File: src/design/difei_pkg.sv
// constants for the two-channel filtered input block with edge interrupts
package difei_pkg;
  // clock rate and microsecond divider
  localparam int unsigned CLK_MHZ = 25;
  localparam int unsigned US_DIV = CLK_MHZ;
  // record set numbers of the parameter records
  localparam logic [7:0] REC_DIAG = 8'h00;
  localparam logic [7:0] REC_DELAY = 8'h01;
  localparam logic [7:0] REC_EDGE = 8'h80;
  // byte positions inside records
  localparam logic [1:0] IDX_CH0 = 2'h0;
  localparam logic [1:0] IDX_CH1 = 2'h1;
  localparam logic [1:0] IDX_RISE = 2'h0;
  localparam logic [1:0] IDX_FALL = 2'h1;
  // diagnostic enable values
  localparam logic [7:0] DIAG_OFF = 8'h00;
  localparam logic [7:0] DIAG_ON = 8'h40;
  // reset values
  localparam logic [7:0] RST_DIAG = 8'h00;
  localparam logic [7:0] RST_DELAY = 8'h02;
  localparam logic [7:0] RST_EDGE = 8'h00;
  localparam logic [7:0] RST_REC = 8'h00;
  // delay codes
  localparam logic [7:0] DLY_CODE_1 = 8'h00;
  localparam logic [7:0] DLY_CODE_3 = 8'h02;
  localparam logic [7:0] DLY_CODE_10 = 8'h04;
  localparam logic [7:0] DLY_CODE_86 = 8'h07;
  localparam logic [7:0] DLY_CODE_342 = 8'h09;
  localparam logic [7:0] DLY_CODE_2731 = 8'h0c;
  // delay times in microseconds
  localparam int unsigned DLY_US_1 = 1;
  localparam int unsigned DLY_US_3 = 3;
  localparam int unsigned DLY_US_10 = 10;
  localparam int unsigned DLY_US_86 = 86;
  localparam int unsigned DLY_US_342 = 342;
  localparam int unsigned DLY_US_2731 = 2731;
  // delay times in clock cycles
  localparam int unsigned DLY_CYC_1 = DLY_US_1 * CLK_MHZ;
  localparam int unsigned DLY_CYC_3 = DLY_US_3 * CLK_MHZ;
  localparam int unsigned DLY_CYC_10 = DLY_US_10 * CLK_MHZ;
  localparam int unsigned DLY_CYC_86 = DLY_US_86 * CLK_MHZ;
  localparam int unsigned DLY_CYC_342 = DLY_US_342 * CLK_MHZ;
  localparam int unsigned DLY_CYC_2731 = DLY_US_2731 * CLK_MHZ;
  localparam int unsigned CNT_W = 17;
  // message kinds for the interrupt record
  localparam logic MSG_DIAG = 1'b0;
  localparam logic MSG_EMCY = 1'b1;
  // record sender states, one-hot
  typedef enum logic [4:0] {
    ST_IDLE = 5'b00001,
    ST_FLAGS = 5'b00010,
    ST_SNAP = 5'b00100,
    ST_STHI = 5'b01000,
    ST_STLO = 5'b10000
  } difei_state_t;
endpackage

File: src/design/difei_top.sv
// two-channel filtered digital input with edge interrupts and records
`timescale 1ns/1ps
module difei_top #(
  parameter int unsigned P_CYC_342 = difei_pkg::DLY_CYC_342,
  parameter int unsigned P_CYC_2731 = difei_pkg::DLY_CYC_2731
) (
  // clock and reset
  input wire logic i_core_clk,
  input wire logic i_rst_n,
  // field inputs
  input wire logic i_input_chan0,
  input wire logic i_input_chan1,
  // parameter record access
  input wire logic i_prm_wr,
  input wire logic i_prm_rd,
  input wire logic [7:0] i_record_set_number,
  input wire logic [1:0] i_prm_idx,
  input wire logic [7:0] i_prm_wdata,
  output logic [7:0] o_prm_rdata,
  // bus mode and diagnostics cause
  input wire logic i_bus_canopen,
  input wire logic i_diag_buf_ovf,
  // process interrupt record stream
  input wire logic i_rec_ready,
  output logic o_rec_valid,
  output logic [7:0] o_rec_byte,
  output logic o_rec_last,
  output logic o_rec_kind,
  // diagnostic interrupt
  output logic o_diag_active,
  output logic o_diag_in,
  output logic o_diag_out,
  // input area
  output logic [7:0] o_input_state
);
  // parameter registers
  logic [7:0] diag_irq_enable_ff, nxt_diag_irq_enable;
  logic [7:0] chan0_filter_delay_ff, nxt_chan0_filter_delay;
  logic [7:0] chan1_filter_delay_ff, nxt_chan1_filter_delay;
  logic [7:0] rising_edge_irq_mask_ff, nxt_rising_edge_irq_mask;
  logic [7:0] falling_edge_irq_mask_ff, nxt_falling_edge_irq_mask;
  logic [7:0] prm_rdata_ff, nxt_prm_rdata;
  logic sel_diag, sel_ch0, sel_ch1, sel_rise, sel_fall;
  // record set and byte decode
  assign sel_diag = (i_record_set_number == difei_pkg::REC_DIAG);
  assign sel_ch0 = (i_record_set_number == difei_pkg::REC_DELAY) && (i_prm_idx == difei_pkg::IDX_CH0);
  assign sel_ch1 = (i_record_set_number == difei_pkg::REC_DELAY) && (i_prm_idx == difei_pkg::IDX_CH1);
  assign sel_rise = (i_record_set_number == difei_pkg::REC_EDGE) && (i_prm_idx == difei_pkg::IDX_RISE);
  assign sel_fall = (i_record_set_number == difei_pkg::REC_EDGE) && (i_prm_idx == difei_pkg::IDX_FALL);
  always_comb begin
    nxt_diag_irq_enable = diag_irq_enable_ff;
    nxt_chan0_filter_delay = chan0_filter_delay_ff;
    nxt_chan1_filter_delay = chan1_filter_delay_ff;
    nxt_rising_edge_irq_mask = rising_edge_irq_mask_ff;
    nxt_falling_edge_irq_mask = falling_edge_irq_mask_ff;
    nxt_prm_rdata = prm_rdata_ff;
    if (i_prm_wr && sel_diag) begin
      nxt_diag_irq_enable = i_prm_wdata;
    end
    if (i_prm_wr && sel_ch0) begin
      nxt_chan0_filter_delay = i_prm_wdata;
    end
    if (i_prm_wr && sel_ch1) begin
      nxt_chan1_filter_delay = i_prm_wdata;
    end
    if (i_prm_wr && sel_rise) begin
      nxt_rising_edge_irq_mask = {6'h00, i_prm_wdata[1:0]};
    end
    if (i_prm_wr && sel_fall) begin
      nxt_falling_edge_irq_mask = {6'h00, i_prm_wdata[1:0]};
    end
    if (i_prm_rd) begin
      nxt_prm_rdata = ({8{sel_diag}} & diag_irq_enable_ff) | ({8{sel_ch0}} & chan0_filter_delay_ff)
        | ({8{sel_ch1}} & chan1_filter_delay_ff) | ({8{sel_rise}} & rising_edge_irq_mask_ff)
        | ({8{sel_fall}} & falling_edge_irq_mask_ff);
    end
  end
  always_ff @(posedge i_core_clk) begin
    if (!i_rst_n) begin
      diag_irq_enable_ff <= difei_pkg::RST_DIAG;
      chan0_filter_delay_ff <= difei_pkg::RST_DELAY;
      chan1_filter_delay_ff <= difei_pkg::RST_DELAY;
      rising_edge_irq_mask_ff <= difei_pkg::RST_EDGE;
      falling_edge_irq_mask_ff <= difei_pkg::RST_EDGE;
      prm_rdata_ff <= 8'h00;
    end else begin
      diag_irq_enable_ff <= nxt_diag_irq_enable;
      chan0_filter_delay_ff <= nxt_chan0_filter_delay;
      chan1_filter_delay_ff <= nxt_chan1_filter_delay;
      rising_edge_irq_mask_ff <= nxt_rising_edge_irq_mask;
      falling_edge_irq_mask_ff <= nxt_falling_edge_irq_mask;
      prm_rdata_ff <= nxt_prm_rdata;
    end
  end
  // delay code to cycle count
  function automatic logic [difei_pkg::CNT_W-1:0] dly_cycles(input logic [7:0] code);
    case (code)
      difei_pkg::DLY_CODE_1: return difei_pkg::CNT_W'(difei_pkg::DLY_CYC_1);
      difei_pkg::DLY_CODE_3: return difei_pkg::CNT_W'(difei_pkg::DLY_CYC_3);
      difei_pkg::DLY_CODE_10: return difei_pkg::CNT_W'(difei_pkg::DLY_CYC_10);
      difei_pkg::DLY_CODE_86: return difei_pkg::CNT_W'(difei_pkg::DLY_CYC_86);
      difei_pkg::DLY_CODE_342: return difei_pkg::CNT_W'(P_CYC_342);
      difei_pkg::DLY_CODE_2731: return difei_pkg::CNT_W'(P_CYC_2731);
      default: return difei_pkg::CNT_W'(difei_pkg::DLY_CYC_3);
    endcase
  endfunction
  // per-channel sync, filter and edge detect
  logic [1:0] raw_in;
  logic [1:0] flt_state;
  logic [1:0] nxt_flt_state;
  logic [1:0] ev_rise;
  logic [1:0] ev_fall;
  logic [difei_pkg::CNT_W-1:0] ch_limit [2];
  assign raw_in = {i_input_chan1, i_input_chan0};
  assign ch_limit[0] = dly_cycles(chan0_filter_delay_ff);
  assign ch_limit[1] = dly_cycles(chan1_filter_delay_ff);
  for (genvar g = 0; g < 2; g++) begin : g_chan
    logic sync1_ff, sync2_ff, flt_ff, nxt_flt;
    logic [difei_pkg::CNT_W-1:0] cnt_ff, nxt_cnt;
    always_comb begin
      nxt_flt = flt_ff;
      nxt_cnt = '0;
      if (sync2_ff != flt_ff) begin
        if (cnt_ff >= ch_limit[g] - difei_pkg::CNT_W'(1)) begin
          nxt_flt = sync2_ff;
        end else begin
          nxt_cnt = cnt_ff + difei_pkg::CNT_W'(1);
        end
      end
    end
    always_ff @(posedge i_core_clk) begin
      if (!i_rst_n) begin
        sync1_ff <= 1'b0;
        sync2_ff <= 1'b0;
        flt_ff <= 1'b0;
        cnt_ff <= '0;
      end else begin
        sync1_ff <= raw_in[g];
        sync2_ff <= sync1_ff;
        flt_ff <= nxt_flt;
        cnt_ff <= nxt_cnt;
      end
    end
    assign flt_state[g] = flt_ff;
    assign nxt_flt_state[g] = nxt_flt;
    assign ev_rise[g] = nxt_flt & ~flt_ff;
    assign ev_fall[g] = ~nxt_flt & flt_ff;
  end
  // microsecond ticker
  logic [4:0] us_div_ff, nxt_us_div;
  logic [31:0] us_tick_ff, nxt_us_tick;
  always_comb begin
    nxt_us_div = us_div_ff + 5'h01;
    nxt_us_tick = us_tick_ff;
    if (us_div_ff == 5'(difei_pkg::US_DIV - 1)) begin
      nxt_us_div = 5'h00;
      nxt_us_tick = us_tick_ff + 32'h0000_0001;
    end
  end

  always_ff @(posedge i_core_clk) begin
    if (!i_rst_n) begin
      us_div_ff <= 5'h00;
      us_tick_ff <= 32'h0000_0000;
    end else begin
      us_div_ff <= nxt_us_div;
      us_tick_ff <= nxt_us_tick;
    end
  end
  // process interrupt record sender
  difei_pkg::difei_state_t state_ff, nxt_state;
  logic [7:0] edge_source_flags_ff, nxt_edge_source_flags;
  logic [7:0] input_state_snapshot_ff, nxt_input_state_snapshot;
  logic [15:0] microsecond_stamp_ff, nxt_microsecond_stamp;
  logic rec_valid_ff, nxt_rec_valid;
  logic [7:0] rec_byte_ff, nxt_rec_byte;
  logic rec_last_ff, nxt_rec_last;
  logic rec_kind_ff, nxt_rec_kind;
  logic lost_ff, nxt_lost;
  logic [1:0] hit;
  assign hit = (ev_rise & rising_edge_irq_mask_ff[1:0]) | (ev_fall & falling_edge_irq_mask_ff[1:0]);

  always_comb begin
    nxt_state = state_ff;
    nxt_edge_source_flags = edge_source_flags_ff;
    nxt_input_state_snapshot = input_state_snapshot_ff;
    nxt_microsecond_stamp = microsecond_stamp_ff;
    nxt_rec_valid = rec_valid_ff;
    nxt_rec_byte = rec_byte_ff;
    nxt_rec_last = rec_last_ff;
    nxt_rec_kind = rec_kind_ff;
    nxt_lost = lost_ff;
    case (state_ff)
      difei_pkg::ST_IDLE: begin
        if (hit != 2'b00) begin
          nxt_edge_source_flags = {6'h00, hit};
          nxt_input_state_snapshot = {6'h00, nxt_flt_state};
          nxt_microsecond_stamp = us_tick_ff[15:0];
          nxt_rec_kind = i_bus_canopen ? difei_pkg::MSG_EMCY : difei_pkg::MSG_DIAG;
          nxt_rec_valid = 1'b1;
          nxt_rec_byte = {6'h00, hit};
          nxt_rec_last = 1'b0;
          nxt_state = difei_pkg::ST_FLAGS;
        end
      end
      difei_pkg::ST_FLAGS: begin
        if (i_rec_ready) begin
          nxt_rec_byte = input_state_snapshot_ff;
          nxt_state = difei_pkg::ST_SNAP;
        end
      end
      difei_pkg::ST_SNAP: begin
        if (i_rec_ready) begin
          nxt_rec_byte = microsecond_stamp_ff[15:8];
          nxt_state = difei_pkg::ST_STHI;
        end
      end
      difei_pkg::ST_STHI: begin
        if (i_rec_ready) begin
          nxt_rec_byte = microsecond_stamp_ff[7:0];
          nxt_rec_last = 1'b1;
          nxt_state = difei_pkg::ST_STLO;
        end
      end
      difei_pkg::ST_STLO: begin
        if (i_rec_ready) begin
          nxt_rec_valid = 1'b0;
          nxt_rec_last = 1'b0;
          nxt_rec_byte = difei_pkg::RST_REC;
          nxt_lost = 1'b0;
          nxt_state = difei_pkg::ST_IDLE;
        end
      end
      default: begin
        nxt_state = difei_pkg::ST_IDLE;
        nxt_rec_valid = 1'b0;
      end
    endcase
    // edge while busy is lost, set wins
    if (state_ff != difei_pkg::ST_IDLE && hit != 2'b00) begin
      nxt_lost = 1'b1;
    end
  end

  always_ff @(posedge i_core_clk) begin
    if (!i_rst_n) begin
      state_ff <= difei_pkg::ST_IDLE;
      edge_source_flags_ff <= difei_pkg::RST_REC;
      input_state_snapshot_ff <= difei_pkg::RST_REC;
      microsecond_stamp_ff <= 16'h0000;
      rec_valid_ff <= 1'b0;
      rec_byte_ff <= difei_pkg::RST_REC;
      rec_last_ff <= 1'b0;
      rec_kind_ff <= difei_pkg::MSG_DIAG;
      lost_ff <= 1'b0;
    end else begin
      state_ff <= nxt_state;
      edge_source_flags_ff <= nxt_edge_source_flags;
      input_state_snapshot_ff <= nxt_input_state_snapshot;
      microsecond_stamp_ff <= nxt_microsecond_stamp;
      rec_valid_ff <= nxt_rec_valid;
      rec_byte_ff <= nxt_rec_byte;
      rec_last_ff <= nxt_rec_last;
      rec_kind_ff <= nxt_rec_kind;
      lost_ff <= nxt_lost;
    end
  end
  // diagnostic interrupt
  logic diag_active_ff, nxt_diag_active;
  logic diag_in_ff, nxt_diag_in;
  logic diag_out_ff, nxt_diag_out;
  logic [7:0] input_state_ff, nxt_input_state;
  logic diag_cause;
  assign diag_cause = (diag_irq_enable_ff == difei_pkg::DIAG_ON) & (i_diag_buf_ovf | lost_ff);

  always_comb begin
    nxt_diag_active = diag_cause;
    nxt_diag_in = diag_cause & ~diag_active_ff;
    nxt_diag_out = ~diag_cause & diag_active_ff;
    nxt_input_state = {6'h00, flt_state};
  end

  always_ff @(posedge i_core_clk) begin
    if (!i_rst_n) begin
      diag_active_ff <= 1'b0;
      diag_in_ff <= 1'b0;
      diag_out_ff <= 1'b0;
      input_state_ff <= 8'h00;
    end else begin
      diag_active_ff <= nxt_diag_active;
      diag_in_ff <= nxt_diag_in;
      diag_out_ff <= nxt_diag_out;
      input_state_ff <= nxt_input_state;
    end
  end

  assign o_prm_rdata = prm_rdata_ff;
  assign o_rec_valid = rec_valid_ff;
  assign o_rec_byte = rec_byte_ff;
  assign o_rec_last = rec_last_ff;
  assign o_rec_kind = rec_kind_ff;
  assign o_diag_active = diag_active_ff;
  assign o_diag_in = diag_in_ff;
  assign o_diag_out = diag_out_ff;
  assign o_input_state = input_state_ff;

endmodule

File: config.mk
export PLATFORM = sky130hd
export DESIGN_NAME = difei_top
export DESIGN_NICKNAME = d
export VERILOG_FILES = /design/src/design/difei_pkg.sv /design/src/design/difei_top.sv
export SDC_FILE = /design/constraint.sdc
export NUM_CORES = 1
export LEC_CHECK = 0
export BUFFER_PORTS_ARGS = -buffer_cell sky130_fd_sc_hd__buf_2
export CORE_UTILIZATION = 60
export CTS_CLUSTER_SIZE = 12
export DETAILED_ROUTE_END_ITERATION = 10
export HOLD_SLACK_MARGIN = 0.05
export MAX_ROUTING_LAYER = met4
export PLACE_DENSITY_LB_ADDON = 0.05
export SLEW_MARGIN = 15
export SYNTH_ARGS = -nofsm -noshare
export SYNTH_HDL_FRONTEND = slang
export SYNTH_SLANG_ARGS = --single-unit
export TNS_END_PERCENT = 50
File: constraint.sdc
create_clock -name i_core_clk -period 4.75 [get_ports i_core_clk]
set_input_delay 0.7125 -clock i_core_clk [delete_from_list [all_inputs] [get_ports i_core_clk]]
set_output_delay 0.7125 -clock i_core_clk [all_outputs]
set_load 0.005 [all_outputs]
# Word level (Yosys, flattened, before mapping)

Cells that the tools add are included.

Bits in registers: 159
Bits in latches: 0
Bits in writable memories: 0
Memory bits (read-only): 0
Input bits: 27
Output and inout port bits: 30
Word-level logic and storage cells: 149
Memories kept: 0

$add $sub $neg: 6
Multiply operators: 0
Divide/modulo/power cells: 0
Order comparisons: 2
Equal/unequal tests: 26
Shift-type cells: 0
Mux-type cells: 27
Bitwise gates (word level): 30
Reduce and logical (&&, ||, !) cells: 29

Operator list:

| operator                                                               | count |
|---|---|
| 17-bit one-hot mux with 5 select lines                                 | 2 |
| 8-bit two-way mux                                                      | 5 |
| 8-bit one-hot mux with 5 select lines                                  | 1 |
| 17-bit by 1-bit adder with 17-bit output (second input constant)       | 2 |
| 17-bit >= comparator                                                   | 2 |
| 17-bit by 1-bit subtractor with 17-bit output (second input constant)  | 2 |
| 32-bit by 1-bit adder with 32-bit output (second input constant)       | 1 |
| 8-bit by 3-bit equality test with 1-bit output (second input constant) | 4 |
| 8-bit by 4-bit equality test with 1-bit output (second input constant) | 4 |
| 8-bit bitwise OR                                                       | 4 |
| 5-bit two-way mux                                                      | 5 |
| 5-bit one-hot mux with 5 select lines                                  | 1 |
| 8-bit bitwise AND                                                      | 3 |
| 8-bit zero test                                                        | 3 |
| 8-bit by 2-bit bitwise AND with 8-bit output                           | 2 |
| 1-bit two-way mux                                                      | 11 |
| 5-bit equality test (second input constant)                            | 2 |
| 1-bit logical AND                                                      | 10 |
| 2-bit != test (second input constant)                                  | 5 |
| 1-bit NOT                                                              | 10 |
| 3-bit OR reduction                                                     | 3 |
| 8-bit by 1-bit equality test with 1-bit output (second input constant) | 1 |
| 8-bit by 7-bit equality test with 1-bit output (second input constant) | 1 |
| 8-bit equality test (second input constant)                            | 1 |
| 23 further kinds                                                       | 35 |

# Depth between registers and ports, before layout

Gate-level depths: netlist of the first run.

Word-level depth: 14
Mapped depth: 18
Gate-level depth less buffers: 16

# Worst setup path after synthesis of the first run

No wires, ideal clock.

Path type: flip-flop to flip-flop
From: register chan0_filter_delay_ff[7]
To: register microsecond_stamp_ff[0]
Library setup time: 0.072 ns
Arrival: 3.609 ns
Path slack: 1.070 ns
Cell stages (with the launch flop): 16
Path buffers: 2
Cells stage by stage: dfxtp_1 > or4_1 > clkbuf_1 > nor2_1 > nor4b_1 > ha_1 > xnor2_1 > ha_1 > a211oi_1 > or3_1 > o311ai_0 > a22oi_2 > a21boi_2 > nor2_1 > buf_2 > mux2i_1

Longest elaborated chain between the ends: 12
Elaborated cells between the ends (all ways): 18
Classes of those cells: 1 x add/sub; 1 x order compare; 4 x eq/ne; 3 x mux; 6 x bitwise; 3 x reduce/logical

RTL lines:

| element                                                                      | RTL line         | source |
|---|---|---|
| from (decl)                                                                  | difei_top.sv:38  | `logic [7:0] chan0_filter_delay_ff, nxt_chan0_filter_delay;` |
| from (signal assigned)                                                       | difei_top.sv:81  | `chan0_filter_delay_ff <= difei_pkg::RST_DELAY;` |
| from (signal assigned)                                                       | difei_top.sv:88  | `chan0_filter_delay_ff <= nxt_chan0_filter_delay;` |
| 8-bit by 4-bit equality test with 1-bit output, or another cell as far along | difei_top.sv:97  | `case (code)` |
| 17-bit one-hot mux with 5 select lines *                                     | difei_top.sv:97  |  |
| 17-bit by 1-bit subtractor with 17-bit output *                              | difei_top.sv:124 | `if (cnt_ff >= ch_limit[g] - difei_pkg::CNT_W'(1)) begin` |
| 17-bit >= comparator *                                                       | difei_top.sv:124 |  |
| 1-bit two-way mux *                                                          | difei_top.sv:124 |  |
| 1-bit two-way mux *                                                          | difei_top.sv:123 | `if (sync2_ff != flt_ff) begin` |
| 1-bit NOT                                                                    | difei_top.sv:147 | `assign ev_fall[g] = ~nxt_flt & flt_ff;` |
| 1-bit bitwise AND                                                            | difei_top.sv:147 |  |
| 2-bit bitwise AND                                                            | difei_top.sv:181 | `assign hit = (ev_rise & rising_edge_irq_mask_ff[1:0]) \| (ev_fall & falling_edge_irq_mask_ff[1:0]);` |
| 2-bit bitwise OR *                                                           | difei_top.sv:181 |  |
| 2-bit nonzero test *                                                         | difei_top.sv:195 | `if (hit != 2'b00) begin` |
| 2-bit AND reduction (no line) *                                              | -                |  |
| to (signal assigned)                                                         | difei_top.sv:260 | `microsecond_stamp_ff <= nxt_microsecond_stamp;` |
| to (decl)                                                                    | difei_top.sv:174 | `logic [15:0] microsecond_stamp_ff, nxt_microsecond_stamp;` |

Mark *: on every way between the ends. The rest lies on a longest branch, timed or not.
A chain may end at the register's enable or synchronous reset.

# Final worst setup path of the first run

From: register chan0_filter_delay_ff[7]
To: register microsecond_stamp_ff[15]

Same word-level chain as after synthesis.

==> results.sh, run 1 <==
export IMPL_grt_ovfl_total=0
export IMPL_muxShareOfSynthArea_pct=5.94
export IMPL_power_leakage_nw=3.17
export IMPL_synth_xor_area_share_pct=6.30
export IMPL_syn2layout_area_growth_pct=12.8
export IMPL_final_max_slew_viol_count=0
export IMPL_drt_iter0_markers=349
export IMPL_synth_area_um2=6950
export IMPL_drc=0
export IMPL_die_x_um=110
export IMPL_synth_top_area_share_pct=39.5
export IMPL_endpoint_kind="register"
export IMPL_grt_max_degree=74
export IMPL_worst_path_max_fanout=22
export IMPL_p_per_area_nw_per_um2=317
export IMPL_synth_top_area_cell="dfxtp_1"
export IMPL_clkLatencyLatePin_ps=410
export IMPL_synthFlopType="dfxtp_1"
export IMPL_ys_top_cells_by_area="dfxtp_1, ha_1, nand2_1"
export IMPL_ys_warn_count=0
export IMPL_syn_area_per_cell_um2=8.65
export IMPL_setup_viol=0
export IMPL_antenna_found_initial=0
export IMPL_drt_wl_total_um=14500
export IMPL_critPathRequiredTime_ps=5090
export IMPL_gp_congestion=0.863
export IMPL_cts_made_buffers=17
export IMPL_clockBufferDepth=2
export IMPL_outcome="finished, final reports clean"
export IMPL_final_setup_tns_ps=0
export IMPL_vias_per_cell=5.61
export IMPL_grt_pass1_wl_um=24300
export IMPL_path_class="register to register"
export IMPL_cts_tree="built"
export IMPL_clk_pin_slew_ps=60
export IMPL_synth_top_family_by_area="simple AND/OR/NAND/NOR gates"
export IMPL_relSlewSlack_pct=39.7
export IMPL_mostFrequentLayoutCells="dfxtp_1, nand2_1, nor2_1, buf_2, nand3_1"
export IMPL_grt_usage_pct=26.7
export IMPL_dr_pass1_iters=5
export IMPL_cts_sinks=137
export IMPL_final_common_cell="dfxtp_1"
export IMPL_hpwl_um=10400
export IMPL_synth_cells=803
export IMPL_htreeDepth=4
export IMPL_fin_nets=912
export IMPL_insertedDiodeCount=0
export IMPL_tightestPinTransition_ps=897
export IMPL_ir_drop_v=0.000512
export IMPL_synth_compound_area_share_pct=12.9
export IMPL_vias=5597
export IMPL_ys_async_sr_fraction_pct=0
export IMPL_cts_root_buffer="clkbuf_16"
export IMPL_die_area_um2=12000
export IMPL_yosysSeqAreaShare_pct=39.5
export IMPL_start_kind="register"
export IMPL_synth_fa_ha_area_share_pct=7.38
export IMPL_rows=38
export IMPL_drtAntennaViolNets=0
export IMPL_post_route_min_period_ps=4220
export IMPL_rsz0062_at_grt="no"
export IMPL_skew_ps=6.60
export IMPL_die_y_um=110
export IMPL_cap_violations=0
export IMPL_hold_viol=0
export IMPL_hold_slack_ps=436
export IMPL_grt_pass1_vias=5250
export IMPL_drive_gt1_share_pct=10.9
export IMPL_synth_seq_cells=137
export IMPL_initial_utilization_pct=62.7
export IMPL_io_buffers=50
export IMPL_fmax_mhz=237
export IMPL_post_route_period_util_pct=88.9
export IMPL_ys_types=57
export IMPL_synth_edff_count=0
export IMPL_crit_arrival_ps=4570
export IMPL_core_area_um2=11100
export IMPL_wire_per_inst_um=14.5
export IMPL_hp_class="register to register"
export IMPL_boundaryPins=57
export IMPL_synthSimpleGateAreaFrac_pct=24.0
## cells in the mapped netlist (12+ instances only)
master and n:
nor3_1 12, and3_1 14, ha_1 41, xor2_1 21, a21boi_0 20, nor2b_1 19
inv_1 16, mux2i_1 39, dfxtp_1 137, nand2_1 113, xnor2_1 29, o21ai_0 30
clkbuf_1 34, nor2_1 67, and2_1 23, a21oi_1 18, nand3_1 43
## critical path: stages, from the launching register on
cell and delay [ps]:
dfxtp_1 320, or4_1 630, nor2_1 220, nor4b_2 430
ha_1 270, xnor2_1 90, ha_1 300, a41oi_1 100
o311ai_0 700, a22oi_2 180, a21boi_2 230, nor2_2 100
buf_4 320, mux2i_1 230
## metrics by stage
step | instance area (um2) | std cells | utilization, % | total power, W | setup WS, ps
floorplan | 6990 | 815 | - | 0.00124 | 1070
finish | 7840 | 997 | 70.7 | 0.00249 | 525
CTS | 7830 | 997 | 70.7 | 0.00250 | 320
detailed placement | 7260 | 965 | 65.6 | 0.00126 | 378
global placement | 7260 | 965 | 65.6 | 0.00126 | 745
global route | 7840 | 997 | 70.7 | 0.00256 | 128
## flip-flops by register name (all words and copies together), names as in the netlist, 5 cells and up
signal / count
chan0_filter_delay_ff: 8
chan1_filter_delay_ff: 8
diag_irq_enable_ff: 8
g_chan.cnt_ff: 34
microsecond_stamp_ff: 16
o_prm_rdata: 8
o_rec_byte: 8
state_ff: 5
us_div_ff: 5
us_tick_ff: 16
## report_power, final
group,leakage (nW),switching (W),total (W),internal [W]
logic,1.79,0.0000444,0.0000724,0.0000281
clock network,0.274,0.000488,0.00125,0.000764
registers,1.11,0.00000509,0.00116,0.00116
## cell families (layout without fill, tap and decap cells)
logic type | Yosys count | count (layout)
other cells | 2 | 14
compound gates | 127 | 127
mux | 41 | 41
simple gates | 342 | 342
xor+xnor | 50 | 50
fa+ha+maj | 41 | 41
buf+inv | 63 | 105
flops | 137 | 137
## final timing paths
path	to	from	depth (start not counted)	slack (ps)
max reg2reg	microsecond_stamp_ff[15]	chan0_filter_delay_ff[7]	13	530
min	g_chan[0].sync2_ff	g_chan[0].sync1_ff	1	440
max	microsecond_stamp_ff[15]	chan0_filter_delay_ff[7]	13	530
min reg2reg	g_chan[0].sync2_ff	g_chan[0].sync1_ff	1	440
## layout make-up
type | instances | area [um2]
Multi-Input combinational cell | 615 | 3990
Sequential cell | 137 | 2740
Fill cell | 902 | 3240
Tap cell | 140 | 175
Inverter | 17 | 63.8
Clock buffer | 23 | 478
Clock inverter | 9 | 90.1
Timing Repair Buffer | 56 | 295
## metal layers
metal  share of wire, %  GRT usage, %  wire length, um
met1                 48          33.6             6970
met5                  0             -                0
met4                1.3          7.24              184
met3                3.7          6.52              540
met2                 47          42.9             6760
## timing repair
item | 4_1_cts | 5_1_grt
hold buffers | 0 | 0
setup endpoints to repair | 0 | 46
setup buffers | 0 | 0
resized for setup | 0 | 1
No activity file was read; power rests on OpenSTA's default activity.
==> run 2: changes to the inputs <==
- ABC_CLOCK_PERIOD_IN_PS: not set -> 4750
- CORE_UTILIZATION: 60 -> 55
==> run 2 against run 1 <==
Design area grew 0.73%. Register-to-register slack worse by 80 ps. Cell count rose by 2.8%. Largest cell class unchanged.
==> results.sh, run 2 (synthesized netlist as in run 1, its figures left out) <==
export IMPL_wire_per_inst_um=14.5
export IMPL_cts_setup_buffers=0
export IMPL_die_area_um2=13100
export IMPL_initial_utilization_pct=57.1
export IMPL_gp_congestion=0.919
export IMPL_cts_tree="built"
export IMPL_worst_path_max_fanout=17
export IMPL_setup_viol=0
export IMPL_io_buffers=50
export IMPL_seqCellArea_um2=2740
export IMPL_power_leakage_nw=3.17
export IMPL_multi_input_area_um2=3990
export IMPL_top_register="g_chan.cnt_ff"
export IMPL_clkLatencyLatePin_ps=430
export IMPL_clk_pin_slew_ps=60
export IMPL_hold_viol=0
export IMPL_cap_violations=0
export IMPL_die_y_um=114
export IMPL_final_max_slew_viol_count=0
export IMPL_final_common_cell="dfxtp_1"
export IMPL_relSlewSlack_pct=42.5
export IMPL_grt_usage_pct=25.4
export IMPL_dr_pass1_iters=5
export IMPL_htreeDepth=4
export IMPL_rsz0062_at_grt="no"
export IMPL_die_x_um=114
export IMPL_skew_ps=12.5
export IMPL_crit_arrival_ps=4650
export IMPL_clockBufferDepth=2
export IMPL_endpoint_kind="register"
export IMPL_drc=0
export IMPL_grt_max_degree=85
export IMPL_drive_gt1_share_pct=11.0
export IMPL_drt_iter0_markers=410
export IMPL_antenna_found_initial=0
export IMPL_boundaryPins=57
export IMPL_largest_reg_flops=34
export IMPL_grt_ovfl_total=0
export IMPL_ir_drop_v=0.000293
export IMPL_hp_class="register to register"
export IMPL_cts_root_buffer="clkbuf_16"
export IMPL_post_route_period_util_pct=90.6
export IMPL_critPathRequiredTime_ps=5100
export IMPL_cts_hold_buffers=0
export IMPL_syn2layout_area_growth_pct=13.6
export IMPL_drt_wl_total_um=14800
export IMPL_post_route_min_period_ps=4310
export IMPL_cts_made_buffers=17
export IMPL_start_kind="register"
export IMPL_fin_ws_ps=445
export IMPL_grt_pass1_vias=5210
export IMPL_core_area_um2=12200
export IMPL_path_class="register to register"
export IMPL_mostFrequentLayoutCells="dfxtp_1, nand2_1, nor2_1, buf_2, nand3_1"
export IMPL_insertedDiodeCount=0
export IMPL_rows=40
export IMPL_outcome="finished, final reports clean"
export IMPL_place_ws_ps=549
export IMPL_hpwl_um=10700
export IMPL_nFillCells=1036
export IMPL_grt_pass1_wl_um=25200
export IMPL_fin_nets=912
export IMPL_p_per_area_nw_per_um2=324
export IMPL_drtAntennaViolNets=0
export IMPL_tightestPinTransition_ps=855
export IMPL_cts_resized=0
export IMPL_vias=5593
export IMPL_largestRegisters="g_chan.cnt_ff: 34 flops, microsecond_stamp_ff: 16 flops, us_tick_ff: 16 flops"
export IMPL_vias_per_cell=5.46
export IMPL_cts_sinks=137
export IMPL_final_setup_tns_ps=0
export IMPL_fmax_mhz=232
## run 2: final timing paths
check                                         startpoint                    to  slack, ps  depth (start not counted)
worst max-delay path            chan0_filter_delay_ff[7]  g_chan[0].cnt_ff[10]        440                         12
worst max register to register  chan0_filter_delay_ff[7]  g_chan[0].cnt_ff[10]        440                         12
worst min register to register        g_chan[0].sync1_ff    g_chan[0].sync2_ff        440                          1
worst min-delay path                  g_chan[0].sync1_ff    g_chan[0].sync2_ff        440                          1
## run 2: cell type report
cell class              count  area share, %
flip-flops and latches    137           34.7
repair buffers             56           3.74
multi-input cells         615           50.5
clock inverters            12           1.78
inverters                  17          0.808
clock buffers              20           5.79
well taps                 168           2.66
## run 2: metal layers
metal	vias up	routed length (um)	track usage [%]
met5	-	0	-
met4	0	187	8.48
met3	17	450	6.41
met2	87	6940	39.6
met1	2622	7260	32.1
li1	2867	-	-
## run 2: power breakdown
group          switching [W]  internal [W]  total [W]  leakage, nW
registers         0.00000527       0.00116    0.00116         1.11
clock network       0.000516      0.000805    0.00132        0.283
logic              0.0000441     0.0000280  0.0000721         1.79
total               0.000565       0.00199    0.00255         3.17
## run 2: worst max-delay path: stages, from the launching register on
cell      delay [ps]
dfxtp_1          320
or4_1            650
nor2_1           210
nor4b_1          650
ha_1             320
xnor2_1          140
ha_1             280
a211oi_1         230
or3_1            150
o311ai_0         180
a31oi_1          320
nand3_1          550
nor2_1           260
## run 2: per-stage QoR
step	hold slack (ps)	utilization, %	instances	total power (W)	area (um2)
after floorplan	412	-	815	0.00124	6990
after global placement	418	60.0	993	0.00126	7300
after detailed placement	422	60.0	993	0.00126	7300
after CTS	444	64.9	1025	0.00257	7890
after global routing	456	64.9	1025	0.00264	7890
final	436	64.9	1025	0.00255	7890
==> run 3: changes to the inputs <==
- REMOVE_ABC_BUFFERS: not set -> 1
- SLEW_MARGIN: 15 -> 20
==> run 3 against run 2 <==
Register-to-register slack hardly changed. Design area is 0.41% lower. Worst setup slack better by 3.6 ps. Via count is 0.13% higher. Worst hold slack better by 6.4 ps. Non-clock buffer count stayed put. Clock power is 5% lower. Sequential share of layout area is 0.14 points higher. Clock skew is 3.9 ps higher. Power is 2.7% lower.
==> results.sh, run 3 (synthesized netlist as in run 1, its figures left out) <==
export IMPL_outcome="finished, final reports clean"
export IMPL_insertedDiodeCount=0
export IMPL_clk_pin_slew_ps=60
export IMPL_grt_usage_pct=25.4
export IMPL_die_area_um2=13100
export IMPL_mostFrequentLayoutCells="dfxtp_1, nand2_1, nor2_1, buf_2, nand3_1"
export IMPL_io_buffers=50
export IMPL_critPathRequiredTime_ps=5070
export IMPL_die_y_um=114
export IMPL_hold_viol=0
export IMPL_cpMostUsedCell="ha_1"
export IMPL_hpwl_um=10700
export IMPL_setup_viol=0
export IMPL_cts_tree="built"
export IMPL_path_cells="or4_1 -> nor2_1 -> nor4b_1 -> ha_1 -> xnor2_1 -> ha_1 -> a211oi_1 -> or3_1 -> o311ai_0 -> a22oi_2 -> a21boi_2 -> nor2_2 -> buf_4 -> o21a_1"
export IMPL_final_setup_tns_ps=0
export IMPL_hp_class="register to register"
export IMPL_grt_pass1_vias=5377
export IMPL_final_max_slew_viol_count=0
export IMPL_grt_ovfl_total=0
export IMPL_dpl_cell_area_um2=7300
export IMPL_ir_drop_v=0.000241
export IMPL_initial_utilization_pct=57.1
export IMPL_drt_wl_total_um=15000
export IMPL_post_route_period_util_pct=90.6
export IMPL_die_x_um=114
export IMPL_grt_max_degree=109
export IMPL_final_common_cell="dfxtp_1"
export IMPL_largest_reg_flops=34
export IMPL_cpMaxStageDelayCell="or4_1"
export IMPL_clockBufferDepth=2
export IMPL_rows=40
export IMPL_slowest_delay_ps=640
export IMPL_worst_path_max_fanout=22
export IMPL_boundaryPins=57
export IMPL_drtAntennaViolNets=0
export IMPL_crit_arrival_ps=4620
export IMPL_path_class="register to register"
export IMPL_tightestPinTransition_ps=925
export IMPL_top_register="g_chan.cnt_ff"
export IMPL_rsz0062_at_grt="no"
export IMPL_vias_per_cell=5.46
export IMPL_post_route_min_period_ps=4300
export IMPL_cts_made_buffers=17
export IMPL_power_leakage_nw=3.16
export IMPL_drive_gt1_share_pct=11.0
export IMPL_antenna_found_initial=0
export IMPL_clkLatencyLatePin_ps=430
export IMPL_gp_congestion=0.876
export IMPL_htreeDepth=4
export IMPL_cts_root_buffer="clkbuf_16"
export IMPL_endpoint_kind="register"
export IMPL_wire_per_inst_um=14.6
export IMPL_fin_nets=912
export IMPL_fmax_mhz=232
export IMPL_drc=0
export IMPL_core_area_um2=12200
export IMPL_final_core_util_pct=64.6
export IMPL_cts_hold_buffers=0
export IMPL_drt_iter0_markers=381
export IMPL_relSlewSlack_pct=38.3
export IMPL_cts_sinks=137
export IMPL_cap_violations=0
export IMPL_syn2layout_area_growth_pct=13.1
export IMPL_p_per_area_nw_per_um2=316
export IMPL_cts_setup_buffers=0
export IMPL_skew_ps=16.3
export IMPL_grt_pass1_wl_um=25400
export IMPL_design_area_um2=7860
export IMPL_vias=5600
export IMPL_cts_resized=0
export IMPL_start_kind="register"
export IMPL_dr_pass1_iters=5
export IMPL_largestRegisters="g_chan.cnt_ff: 34 flops, microsecond_stamp_ff: 16 flops, us_tick_ff: 16 flops"
==> run 3: power by group <==
part / internal (W) / switching (W)
Sequential: 0.00116 / 0.00000592
Clock: 0.000736 / 0.000514
Combinational: 0.0000283 / 0.0000448
Total: 0.00192 / 0.000565
==> run 3: path summary, 6_finish.rpt <==
path | slack (ps) | depth (start not counted) | endpoint | start
worst max-delay path | 450 | 14 | state_ff[1] | chan0_filter_delay_ff[7]
worst max register to register | 450 | 14 | state_ff[1] | chan0_filter_delay_ff[7]
worst min register to register | 440 | 1 | o_diag_in | o_diag_active
worst min-delay path | 440 | 1 | o_diag_in | o_diag_active
==> run 3: through the flow <==
step	cells	hold WS [ps]	power [W]	setup slack (ps)
finish	1025	443	0.00249	449
global route	1025	475	0.00257	111
CTS	1025	446	0.00251	449
detailed placement	993	438	0.00126	550
global placement	993	420	0.00126	724
floorplan	769	412	0.00122	215
==> run 3: metal layers <==
layer,vias to the layer above,wire length [um],track usage (%)
li1,2862,-,-
met1,2615,7280,32.0
met2,101,7000,40.1
met3,22,465,5.03
met4,0,241,10.5
met5,-,0,-
==> run 3: final cells by class <==
cell class,instances,area [um2]
fillers,1061,4300
multi-input cells,615,3990
clock inverters,13,119
well taps,168,210
flip-flops and latches,137,2740
clock buffers,19,443
repair buffers,56,298
inverters,17,63.8
==> run 3: critical path, delay by kind of cell (launching register included) <==
family	cells	cell delay, ps
fa+ha+maj	2	580
xor+xnor	1	140
simple gates	5	1680
flops	1	320
compound gates	5	1230
buf+inv	1	240
